$ cat src/hw/alm_pkg.sv
// Constants and types shared by the layer-4 rule entry block
package alm_pkg;
	// ==========================================================
	// Direct register addresses
	localparam logic [7:0] ADDR_TBL_CTRL = 8'h6e;
	localparam logic [7:0] ADDR_OFFSET = 8'h6f;
	localparam logic [7:0] ADDR_DATA = 8'ha0;
	localparam logic [7:0] CTRL_RST = 8'h00;
	localparam logic [7:0] OFFSET_RST = 8'h00;
	// ==========================================================
	// Table-control fields
	localparam int TBL_SEL_MSB = 7;
	localparam int TBL_SEL_LSB = 5;
	localparam logic [2:0] TBL_SEL_RULE = 3'b010;
	localparam int PORT_MSB = 3;
	localparam logic [3:0] PORT_FIRST = 4'h1;
	localparam logic [3:0] PORT_LAST = 4'h5;
	localparam int NUM_PORTS = 5;
	// ==========================================================
	// Entry byte offsets
	localparam logic [7:0] OFS_LOWER_HI = 8'h00;
	localparam logic [7:0] OFS_UPPER_LO = 8'h01;
	localparam logic [7:0] OFS_UPPER_HI = 8'h02;
	localparam logic [7:0] OFS_LOWER_LO = 8'h03;
	localparam logic [7:0] OFS_MODE = 8'h04;
	localparam logic [7:0] OFS_PROTO = 8'h05;
	localparam logic [7:0] OFS_MASK = 8'h06;
	localparam logic [7:0] OFS_FLAG = 8'h07;
	localparam logic [7:0] OFS_SPARE_A = 8'h08;
	localparam logic [7:0] OFS_SPARE_B = 8'h09;
	localparam int STORED_BYTES = 8;
	localparam logic [7:0] ENTRY_RST = 8'h00;
	// ==========================================================
	// Field positions inside entry bytes
	localparam int MODE_MSB = 2;
	localparam int MODE_LSB = 1;
	localparam int PROTO_TOP_BIT = 0;
	localparam int PROTO_LOW_MSB = 7;
	localparam int PROTO_LOW_LSB = 1;
	localparam int FLAG_EN_BIT = 0;
	// ==========================================================
	// Port compare modes
	localparam logic [1:0] CMP_OFF = 2'h0;
	localparam logic [1:0] CMP_EITHER = 2'h1;
	localparam logic [1:0] CMP_INSIDE = 2'h2;
	localparam logic [1:0] CMP_OUTSIDE = 2'h3;
	typedef logic [7:0] alm_byte_t;
endpackage : alm_pkg

$ cat src/hw/alm_entry_if.sv
// Entry fields and packet values passed to the match evaluator
`timescale 1ns/1ps
`default_nettype none
interface alm_entry_if;
	logic [15:0] lower;
	logic [15:0] upper;
	logic [1:0] port_compare_mode;
	logic [7:0] ip_protocol_value;
	logic tcp_control_match_enable;
	logic [7:0] tcp_control_bits_mask;
	logic [7:0] flag_pattern;
	logic [15:0] pkt_value;
	logic [7:0] pkt_proto;
	logic [7:0] pkt_flags;
	logic hit;
	modport store (output lower, upper, port_compare_mode, ip_protocol_value,
		tcp_control_match_enable, tcp_control_bits_mask, flag_pattern,
		pkt_value, pkt_proto, pkt_flags, input hit);
	modport eval (input lower, upper, port_compare_mode, ip_protocol_value,
		tcp_control_match_enable, tcp_control_bits_mask, flag_pattern,
		pkt_value, pkt_proto, pkt_flags, output hit);
endinterface : alm_entry_if
`default_nettype wire

$ cat src/hw/alm_match.sv
// Layer-4 match evaluator for one rule entry
`timescale 1ns/1ps
`default_nettype none
module alm_match (
	alm_entry_if.eval ent
);
	import alm_pkg::*;

	logic cmp_ok;
	logic in_range;
	logic flag_ok;

	always_comb begin
		in_range = (ent.pkt_value >= ent.lower) && (ent.pkt_value <= ent.upper);
		unique case (ent.port_compare_mode)
			CMP_OFF: cmp_ok = 1'b1;
			CMP_EITHER: cmp_ok = (ent.pkt_value == ent.lower) ||
				(ent.pkt_value == ent.upper);
			CMP_INSIDE: cmp_ok = in_range;
			CMP_OUTSIDE: cmp_ok = !in_range;
		endcase
		// Flags only count when enabled
		flag_ok = !ent.tcp_control_match_enable ||
			((ent.pkt_flags & ent.tcp_control_bits_mask) ==
			(ent.flag_pattern & ent.tcp_control_bits_mask));
		ent.hit = cmp_ok && flag_ok &&
			(ent.pkt_proto == ent.ip_protocol_value);
	end
endmodule : alm_match
`default_nettype wire

$ cat src/hw/alm_top.sv
// Layer-4 rule entry store with indirect access and match result
`timescale 1ns/1ps
`default_nettype none
// Contract
// Writing 010 into bits 7:5 of the table-control register selects the rule table for indirect transfers.
// Bits 3:0 of the table-control register name the switch port, one to five, whose entry is reached.
// The offset register picks one entry byte, which moves through the data window register.
// Entry byte 0x03 holds the low byte of the lower range bound.
// Bits 2:1 of byte 0x04 set compare mode: off, equal to either bound, inside, or outside the bounds.
// The protocol value is bit 0 of byte 0x04 on top of bits 7:1 of byte 0x05.
// Bit 0 of byte 0x05 switches flag matching into the match decision.
// Entry byte 0x06 holds the mask of flag bits that take part.
// Entry byte 0x07 holds the flag pattern compared against the packet flags.
// Entry byte 0x08 is reserved, read-only and reads zero.
// Entry byte 0x09 is reserved, read-only and reads zero.
// Software keeps each layer's criteria together in an entry of their own.
// Entry byte 0x02 holds the high byte of the upper range bound.
// Enabled flag matching passes only when masked packet flags equal the masked pattern.
// All writable entry fields reset to zero, leaving comparisons disabled; the protocol compare stays on and hits only protocol zero.
module alm_top (
	// Clock, reset, enable
	input wire logic clk,
	input wire logic rst_n,
	input wire logic ce,
	// Register port
	input wire logic reg_wr,
	input wire logic reg_rd,
	input wire logic [7:0] reg_addr,
	input wire alm_pkg::alm_byte_t reg_wdata,
	output alm_pkg::alm_byte_t reg_rdata,
	output logic reg_rvalid,
	// Packet to classify
	input wire logic pkt_valid,
	input wire logic [3:0] pkt_port,
	input wire logic [7:0] pkt_proto,
	input wire logic [15:0] pkt_l4_value,
	input wire logic [7:0] pkt_tcp_flags,
	// Match result
	output logic match_valid,
	output logic match_hit
);
	import alm_pkg::*;

	// ==========================================================
	// Decode helpers
	function automatic logic port_ok(input logic [3:0] p);
		return (p >= PORT_FIRST) && (p <= PORT_LAST);
	endfunction : port_ok

	function automatic logic [2:0] port_idx(input logic [3:0] p);
		logic [3:0] d;
		d = p - PORT_FIRST;
		return d[2:0];
	endfunction : port_idx

	// ==========================================================
	// Control, offset and entry storage
	alm_byte_t ctrl_r;
	alm_byte_t offset_r;
	alm_byte_t entry_r [NUM_PORTS][STORED_BYTES];
	logic win_sel;
	logic [2:0] win_port;
	alm_byte_t win_byte;

	always_comb begin
		win_sel = (ctrl_r[TBL_SEL_MSB:TBL_SEL_LSB] == TBL_SEL_RULE) &&
			port_ok(ctrl_r[PORT_MSB:0]);
		win_port = port_idx(ctrl_r[PORT_MSB:0]);
		win_byte = 8'h00;
		// Spare bytes 0x08, 0x09 and beyond fall through as zero
		if (win_sel && offset_r < OFS_SPARE_A) begin
			win_byte = entry_r[win_port][offset_r[2:0]];
		end
	end

	always_ff @(posedge clk or negedge rst_n) begin
		if (!rst_n) begin
			ctrl_r <= CTRL_RST;
			offset_r <= OFFSET_RST;
		end else if (ce && reg_wr) begin
			if (reg_addr == ADDR_TBL_CTRL) begin
				ctrl_r <= reg_wdata;
			end
			if (reg_addr == ADDR_OFFSET) begin
				offset_r <= reg_wdata;
			end
		end
	end

	always_ff @(posedge clk or negedge rst_n) begin
		if (!rst_n) begin
			for (int p = 0; p < NUM_PORTS; p++) begin
				for (int b = 0; b < STORED_BYTES; b++) begin
					entry_r[p][b] <= ENTRY_RST;
				end
			end
		end else if (ce && reg_wr && reg_addr == ADDR_DATA && win_sel &&
				offset_r < OFS_SPARE_A) begin
			entry_r[win_port][offset_r[2:0]] <= reg_wdata;
		end
	end

	// ==========================================================
	// Register read path
	alm_byte_t rd_mux;

	always_comb begin
		unique case (reg_addr)
			ADDR_TBL_CTRL: rd_mux = ctrl_r;
			ADDR_OFFSET: rd_mux = offset_r;
			ADDR_DATA: rd_mux = win_byte;
			default: rd_mux = 8'h00;
		endcase
	end

	always_ff @(posedge clk or negedge rst_n) begin
		if (!rst_n) begin
			reg_rdata <= 8'h00;
			reg_rvalid <= 1'b0;
		end else if (ce) begin
			reg_rvalid <= reg_rd;
			if (reg_rd) begin
				reg_rdata <= rd_mux;
			end
		end
	end

	// ==========================================================
	// Field extraction for the packet's ingress port
	alm_entry_if ent ();
	logic [2:0] pi;

	always_comb begin
		pi = port_idx(pkt_port);
		if (!port_ok(pkt_port)) begin
			pi = 3'h0;
		end
		ent.lower = {entry_r[pi][OFS_LOWER_HI[2:0]],
			entry_r[pi][OFS_LOWER_LO[2:0]]};
		ent.upper = {entry_r[pi][OFS_UPPER_HI[2:0]],
			entry_r[pi][OFS_UPPER_LO[2:0]]};
		ent.port_compare_mode = entry_r[pi][OFS_MODE[2:0]][MODE_MSB:MODE_LSB];
		ent.ip_protocol_value = {entry_r[pi][OFS_MODE[2:0]][PROTO_TOP_BIT],
			entry_r[pi][OFS_PROTO[2:0]][PROTO_LOW_MSB:PROTO_LOW_LSB]};
		ent.tcp_control_match_enable =
			entry_r[pi][OFS_PROTO[2:0]][FLAG_EN_BIT];
		ent.tcp_control_bits_mask = entry_r[pi][OFS_MASK[2:0]];
		ent.flag_pattern = entry_r[pi][OFS_FLAG[2:0]];
		ent.pkt_value = pkt_l4_value;
		ent.pkt_proto = pkt_proto;
		ent.pkt_flags = pkt_tcp_flags;
	end

	alm_match u_match (
		.ent(ent.eval)
	);

	// Registered so the result never glitches with entry writes
	always_ff @(posedge clk or negedge rst_n) begin
		if (!rst_n) begin
			match_valid <= 1'b0;
			match_hit <= 1'b0;
		end else if (ce) begin
			match_valid <= pkt_valid;
			match_hit <= pkt_valid && port_ok(pkt_port) && ent.hit;
		end
	end
endmodule : alm_top
`default_nettype wire

$ cat config.mk
export PLATFORM = sky130hd
export DESIGN_NAME = alm_top
export DESIGN_NICKNAME = d
export VERILOG_FILES = /design/src/hw/alm_pkg.sv /design/src/hw/alm_entry_if.sv /design/src/hw/alm_match.sv /design/src/hw/alm_top.sv
export SDC_FILE = /design/constraint.sdc
export NUM_CORES = 1
export LEC_CHECK = 0
export BUFFER_PORTS_ARGS = -buffer_cell sky130_fd_sc_hd__buf_2
export CAP_MARGIN = 10
export CORE_MARGIN = 2
export CORE_UTILIZATION = 25
export DETAILED_ROUTE_END_ITERATION = 7
export PLACE_DENSITY_LB_ADDON = 0.15
export SYNTH_ARGS = -nofsm -noshare
export SYNTH_HDL_FRONTEND = slang
export SYNTH_SLANG_ARGS = --single-unit
$ cat constraint.sdc
create_clock -name clk -period 3.9 [get_ports clk]
set_input_delay 0.585 -clock clk [delete_from_list [all_inputs] [get_ports clk]]
set_output_delay 0.585 -clock clk [all_outputs]
set_load 0.005 [all_outputs]
==> out/results.txt, run 1 <==
final core utilization - 0.305
H-tree Lvls - 2
unrepaired setup endpoints after global routing - false
crit-path max cell delay - 590 ps
Layout Nets - 2,028
hold buffers post-CTS - 0
Top Family by Delay on Critical Path - compound AO/OA/AOI/OAI gates
worst setup slack after placement - -262 ps
buffers plus inverters on the worst setup path - 2
Die Span Y - 281 µm
Most used DFF post-synth - dfrtp_1
Yosys top cell by area - dfrtp_1
antenna violations before repair - 2
multi-input combinational cell area - 9920 µm²
Max Fclk - 0.264 GHz
final RePlAce weighted congestion - 0.867
GRT overflow - 0
synthesis-stage register bit count - 347
synthesized area - 19,100 µm²
worst skew pair latency - 580 ps
most repeated library cell on the critical path - o21ai_0
global-route wire length before repair - 116,000 µm
share of layout cells above drive strength 1 - 0.334
most frequent cells in the layout - dfrtp_1, mux2_2, a21oi_1
GRT Total Usage - 0.199
io pins - 69
reg2reg setup slack - 110 ps
Post-synth EDFFs - 0
Clock Tree Buf Depth - 3
most common cell after layout, fill and taps aside - dfrtp_1
crit end category - flip-flop
max-slew violations - 0
critical path's slowest cell - o21ai_0
Final Hold Fails - 0
Final setup viols - 0
worst vdd ir - 0.308 mV
Die W - 281 µm
postcts setup bufs - 0
Required @ worst endpoint - 4380 ps
worst hold slack - 74.4 ps
library cells used by synthesis - 67
largest net degree at the start of global routing - 94
Pre-antenna DRT Iters - 8
Worst setup SP type - flip-flop
Ys Warns - 0
CTS Buf Count - 41
Layout Skew - 18.9 ps
crit path max fanout - 25
P per Cell Area - 379 nW/µm²
critical path arrival - 4270 ps
CP cell instances - inv_1 -> ha_2 -> xor2_4 -> or3_2 -> buf_4 -> o22ai_1 -> o21ai_0 -> nand4_1 -> a211o_1 -> o21ai_0
worst setup margin - 110 ps
sequential-to-total area share from yosys stat - 0.454
Mean Syn Cell Area - 10.6 µm²
root buffer cell - clkbuf_16
register area - 8680 µm²
Synth area leaders - dfrtp_1, mux2_2, a21oi_1
Leak - 10.9 nW
final wirelength - 78,800 µm
vias per cell - 5.47
Ant. Diodes - 0
average wire per standard cell - 26.8 µm
Area Growth Syn to Fin - 20.7%
Clock Pin Slew Worst Setup and Hold Paths - 60 ps
cells on worst reg2reg path - 10
CTS tree - done
vias in the first global route - 16,400
antenna viol nets, final - 0
total chip power - 8.76 mW
total number of vias - 16,100
DR iter-0 viols - 1,389
top cell type's share of synthesized area - 0.454
worst-margin pin slew - 1130 ps
initial core utilization - 0.252
outcome - completed
Clock Sinks - 347
Tmin final - 3790 ps
hold crit path type - primary input to async pin
Core Region - 75,800 µm²
R2R Path End - reg_rdata[5]
TNS Setup - 0 ps
FP Rows - 101
slew margin rel. - 0.247
Filler cells - 7,801
crit share post-route - 0.972
Post-Synthesis Cells - 1,806
Crit Path Category - flip-flop to flip-flop
FFs w/ async S/R, synth - 1.00
Port Buffers - 68
Synth Net Count - 1,900
Post-DP HPWL - 53,900 µm
Max Cap Viol - 0
Die ar. - 78,800 µm²
# DRC - 0
R2R Path Start - ctrl_r[1]
## report_power, final
part	leakage [nW]	switching, mW	internal (mW)
clock network	0.668	1.63	2.29
logic	5.36	0.806	0.411
registers	4.84	0.00682	3.61
## final cells by class
type | count | share of cell area
inverter | 24 | 0.00406
clock buffer | 58 | 0.0525
multi-input combinational | 1294 | 0.429
tap | 978 | 0.0529
clock inverter | 14 | 0.00547
sequential | 347 | 0.376
timing repair buffer | 226 | 0.0800
## state kept, by name, summed over array words and instances, names as in the netlist
signal / cells
ctrl_r: 8
entry_r: 320
match_hit: 1
match_valid: 1
offset_r: 8
reg_rdata: 8
reg_rvalid: 1
## worst max-delay path by stage
stage                            from      endpoint  slack (ps)  depth (start not counted)
after global routing      pkt_port[0]     match_hit          40                         20
final                       ctrl_r[1]  reg_rdata[5]         110                         10
after global placement    pkt_port[0]     match_hit        -270                         21
after CTS                   ctrl_r[1]  reg_rdata[2]           6                         12
after floorplan           pkt_port[0]     match_hit         -10                         21
after detailed placement  pkt_port[0]     match_hit        -260                         18
## Yosys cell counts (15+ instances only)
cell type and number:
nor3_1 15, a21oi_1 186, a22o_1 54, o22ai_1 78
buf_1 21, mux2_2 334, inv_1 24, buf_2 19
a22oi_1 21, nand4_1 19, mux2i_1 43, o21ai_0 97
nand2_1 165, clkbuf_1 96, nor2_1 36, ha_1 36
nand3_1 21, dfrtp_1 347, o221ai_1 33
## metal layers
metal	track usage	part of all wire	vias to the layer above
met1	0.279	0.47	8317
met5	0	0	-
met3	0.0293	0.051	121
li1	-	-	7078
met4	0.0520	0.024	0
met2	0.319	0.45	567
## cells by family (layout without fill, tap and decap cells)
group	after synthesis	after routing	synth area share
adders and majority gates	36	36	0.0235
AOI/OAI and AO/OA	560	560	0.187
DFF	347	347	0.454
muxes	382	382	0.222
xor gates and xnor gates	12	12	0.00628
buffers and inverters	165	322	0.0348
and+or+nand+nor	304	304	0.0728
## per-stage QoR
stage | std cells | cell area (µm²)
2_1_floorplan | 1806 | 19200
3_3_place_gp | 2869 | 21800
3_5_place_dp | 2869 | 21800
4_1_cts | 2941 | 23100
5_1_grt | 2941 | 23100
6_report | 2941 | 23100
## worst register-to-register path: cells and delay by family, from the launching register on
kind	cells	cell delay [ps]
buf+inv	2	490
compound gates	4	1340
xor+xnor	1	440
flops	1	370
simple gates	2	790
fa+ha+maj	1	260
## timing repair
| action | 4_1_cts | 5_1_grt |
|---|---|---|
| gates resized for setup | 6 | 3 |
| endpoints found under the hold margin | 0 | 0 |
| endpoints found under the setup margin | 5 | 3 |
Power figures use the tool's default switching activity.
==> run 2, diff against run 1 <==
--- a/config.mk
+++ b/config.mk
@@ -10,6 +10,7 @@
 export CORE_MARGIN = 2
 export CORE_UTILIZATION = 25
 export DETAILED_ROUTE_END_ITERATION = 7
+export GPL_TIMING_DRIVEN = 0
 export PLACE_DENSITY_LB_ADDON = 0.15
 export SYNTH_ARGS = -nofsm -noshare
 export SYNTH_HDL_FRONTEND = slang
==> run 2 against run 1 <==
  * The run now ends with negative setup slack left
  * Non-clock buffer count rose by 31
  * Wire length rose by 27%
  * Core utilization rose by 0.87 points
==> out/results.txt, run 2 (synthesized netlist as in run 1, its figures left out) <==
crit end category - flip-flop (unchanged)
critical path's slowest cell - a222oi_1 (was o21ai_0)
Final Hold Fails - 0 (unchanged)
FP Rows - 101 (unchanged)
final core utilization - 0.314 (was 0.305)
failing checks - negative setup slack
vias in the first global route - 17,100 (was 16,400)
unrepaired setup endpoints after global routing - true (was false)
max reg flops - 320 (unchanged)
CP cell instances - buf_12 -> clkinvlp_4 -> ha_4 -> xnor2_4 -> clkbuf_8 -> o21ai_4 -> buf_12 -> buf_4 -> a222oi_1 -> nor2_1 -> a31oi_2 -> ha_1 -> a21oi_2 -> o21ai_2 -> a221oi_4 -> nor2_2 -> a211oi_4 -> xor2_1 -> o2111ai_2 -> o22ai_2 (was inv_1 -> ha_2 -> xor2_4 -> or3_2 -> buf_4 -> o22ai_1 -> o21ai_0 -> nand4_1 -> a211o_1 -> o21ai_0)
worst-margin pin slew - 1340 ps (was 1130 ps)
worst vdd ir - 0.282 mV (was 0.308 mV)
Crit Path Category - primary input to flip-flop (was flip-flop to flip-flop)
Required @ worst endpoint - 4340 ps (was 4380 ps)
worst hold slack - 339 ps (was 74.4 ps)
crit share post-route - 1.02 (was 0.972)
outcome - finished, violations left (was completed)
Tmin final - 3990 ps (was 3790 ps)
most repeated library cell on the critical path - buf_12 (was o21ai_0)
Final Instance Area - 23,800 µm² (was 23,100 µm²)
worst skew pair latency - 600 ps (was 580 ps)
Worst setup SP type - primary input (was flip-flop)
Placed Instances - 2,855 (was 2,869)
Port Buffers - 67 (was 68)
placed cell areas - 20,900 µm² (was 21,800 µm²)
GRT Total Usage - 0.251 (was 0.199)
crit-path max cell delay - 370 ps (was 590 ps)
Top Family by Delay on Critical Path - compound AO/OA/AOI/OAI gates (unchanged)
slew margin rel. - 0.106 (was 0.247)
root buffer cell - clkbuf_16 (unchanged)
Post-DP HPWL - 73,500 µm (was 53,900 µm)
CTS Buf Count - 44 (was 41)
antenna viol nets, final - 0 (unchanged)
worst setup margin - -88.5 ps (was 110 ps)
reg2reg setup slack - 10 ps (was 110 ps)
vias per cell - 5.79 (was 5.47)
final wirelength - 99,800 µm (was 78,800 µm)
DR iter-0 viols - 1,973 (was 1,389)
most frequent cells in the layout - dfrtp_1, mux2_2, a21oi_1 (unchanged)
hold crit path type - primary input to flip-flop (was primary input to async pin)
largest net degree at the start of global routing - 113 (was 94)
Die W - 281 µm (unchanged)
critical path arrival - 4430 ps (was 4270 ps)
Pre-antenna DRT Iters - 7 (was 8)
GRT overflow - 0 (unchanged)
average wire per standard cell - 33.5 µm (was 26.8 µm)
Core Region - 75,800 µm² (unchanged)
io pins - 69 (unchanged)
final RePlAce weighted congestion - 0.988 (was 0.867)
total chip power - 9.40 mW (was 8.76 mW)
Max Cap Viol - 0 (unchanged)
Final setup viols - 1 (was 0)
Cell Count, Final, Fillers Out - 2,977 (was 2,941)
P per Cell Area - 395 nW/µm² (was 379 nW/µm²)
H-tree Lvls - 2 (unchanged)
crit path max fanout - 7 (was 25)
Area Growth Syn to Fin - 24.2% (was 20.7%)
initial core utilization - 0.252 (unchanged)
Layout Nets - 2,062 (was 2,028)
Clock Tree Buf Depth - 3 (unchanged)
# DRC - 0 (unchanged)
most common cell after layout, fill and taps aside - dfrtp_1 (unchanged)
Die ar. - 78,800 µm² (unchanged)
max-slew violations - 0 (unchanged)
Largest Register - entry_r (unchanged)
CTS tree - done (unchanged)
global-route wire length before repair - 138,000 µm (was 116,000 µm)
antenna violations before repair - 12 (was 2)
total number of vias - 17,200 (was 16,100)
Clock Pin Slew Worst Setup and Hold Paths - 60 ps (about the same)
buffers plus inverters on the worst setup path - 5 (was 2)
Leak - 10.9 nW (about the same)
share of layout cells above drive strength 1 - 0.349 (was 0.334)
Die Span Y - 281 µm (unchanged)
Max Fclk - 0.251 GHz (was 0.264 GHz)
Clock Sinks - 347 (unchanged)
Layout Skew - 21.4 ps (was 18.9 ps)
==> run 2: changes by cell type in the layout (fill, tap and decap cells not counted), sizes merged <==
cell	before	now
clkbuf	58	160
diode	0	1
clkinv	10	7
dlygate4sd3	0	1
bufinv	2	4
buf	226	159
==> run 2: where the power goes <==
group	internal [mW]	switching, mW
Clock	2.58	1.75
Sequential	3.61	0.00496
Combinational	0.415	1.04
==> run 2: worst paths after layout <==
path                                     end         start  cells past startpoint
worst min-delay path            entry_r[137]  reg_wdata[1]                      2
worst min register to register  reg_rdata[0]  reg_rdata[0]                      1
worst max register to register  reg_rdata[3]     ctrl_r[0]                     14
worst max-delay path               match_hit   pkt_port[0]                     20
min in group asynchronous          ctrl_r[3]         rst_n                      2
max in group asynchronous       entry_r[294]         rst_n                      5
==> run 2: stage by stage <==
stage | TNS (ps) | setup slack (ps)
global route | -191 | -191
CTS | -234 | -234
finish | -88.5 | -88.5
detailed placement | -626820 | -2930
floorplan | -9.71 | -9.71
global placement | -2381250 | -5110
==> run 2: area by class of cell <==
type / count / area, µm²
Fill cell: 7919 / 52100
Multi-Input combinational cell: 1294 / 10600
Sequential cell: 347 / 8680
Clock buffer: 63 / 1310
Tap cell: 978 / 1220
Buffer: 136 / 873
Timing Repair Buffer: 121 / 830
Clock inverter: 13 / 183
Inverter: 24 / 93.8
Antenna cell: 1 / 2.50
==> run 2: what timing repair did <==
item,in CTS,in global routing
setup buffers,35,13
hold buffers,1,0
endpoints found under the hold margin,56,0
setup endpoints to repair,329,62
pin swaps,40,33
gates resized for setup,240,32
==> run 2: routing by layer <==
metal	GRT usage	share of wire
met2	0.397	0.45
met1	0.332	0.42
met4	0.127	0.058
met3	0.0385	0.068
met5	0	0.00025
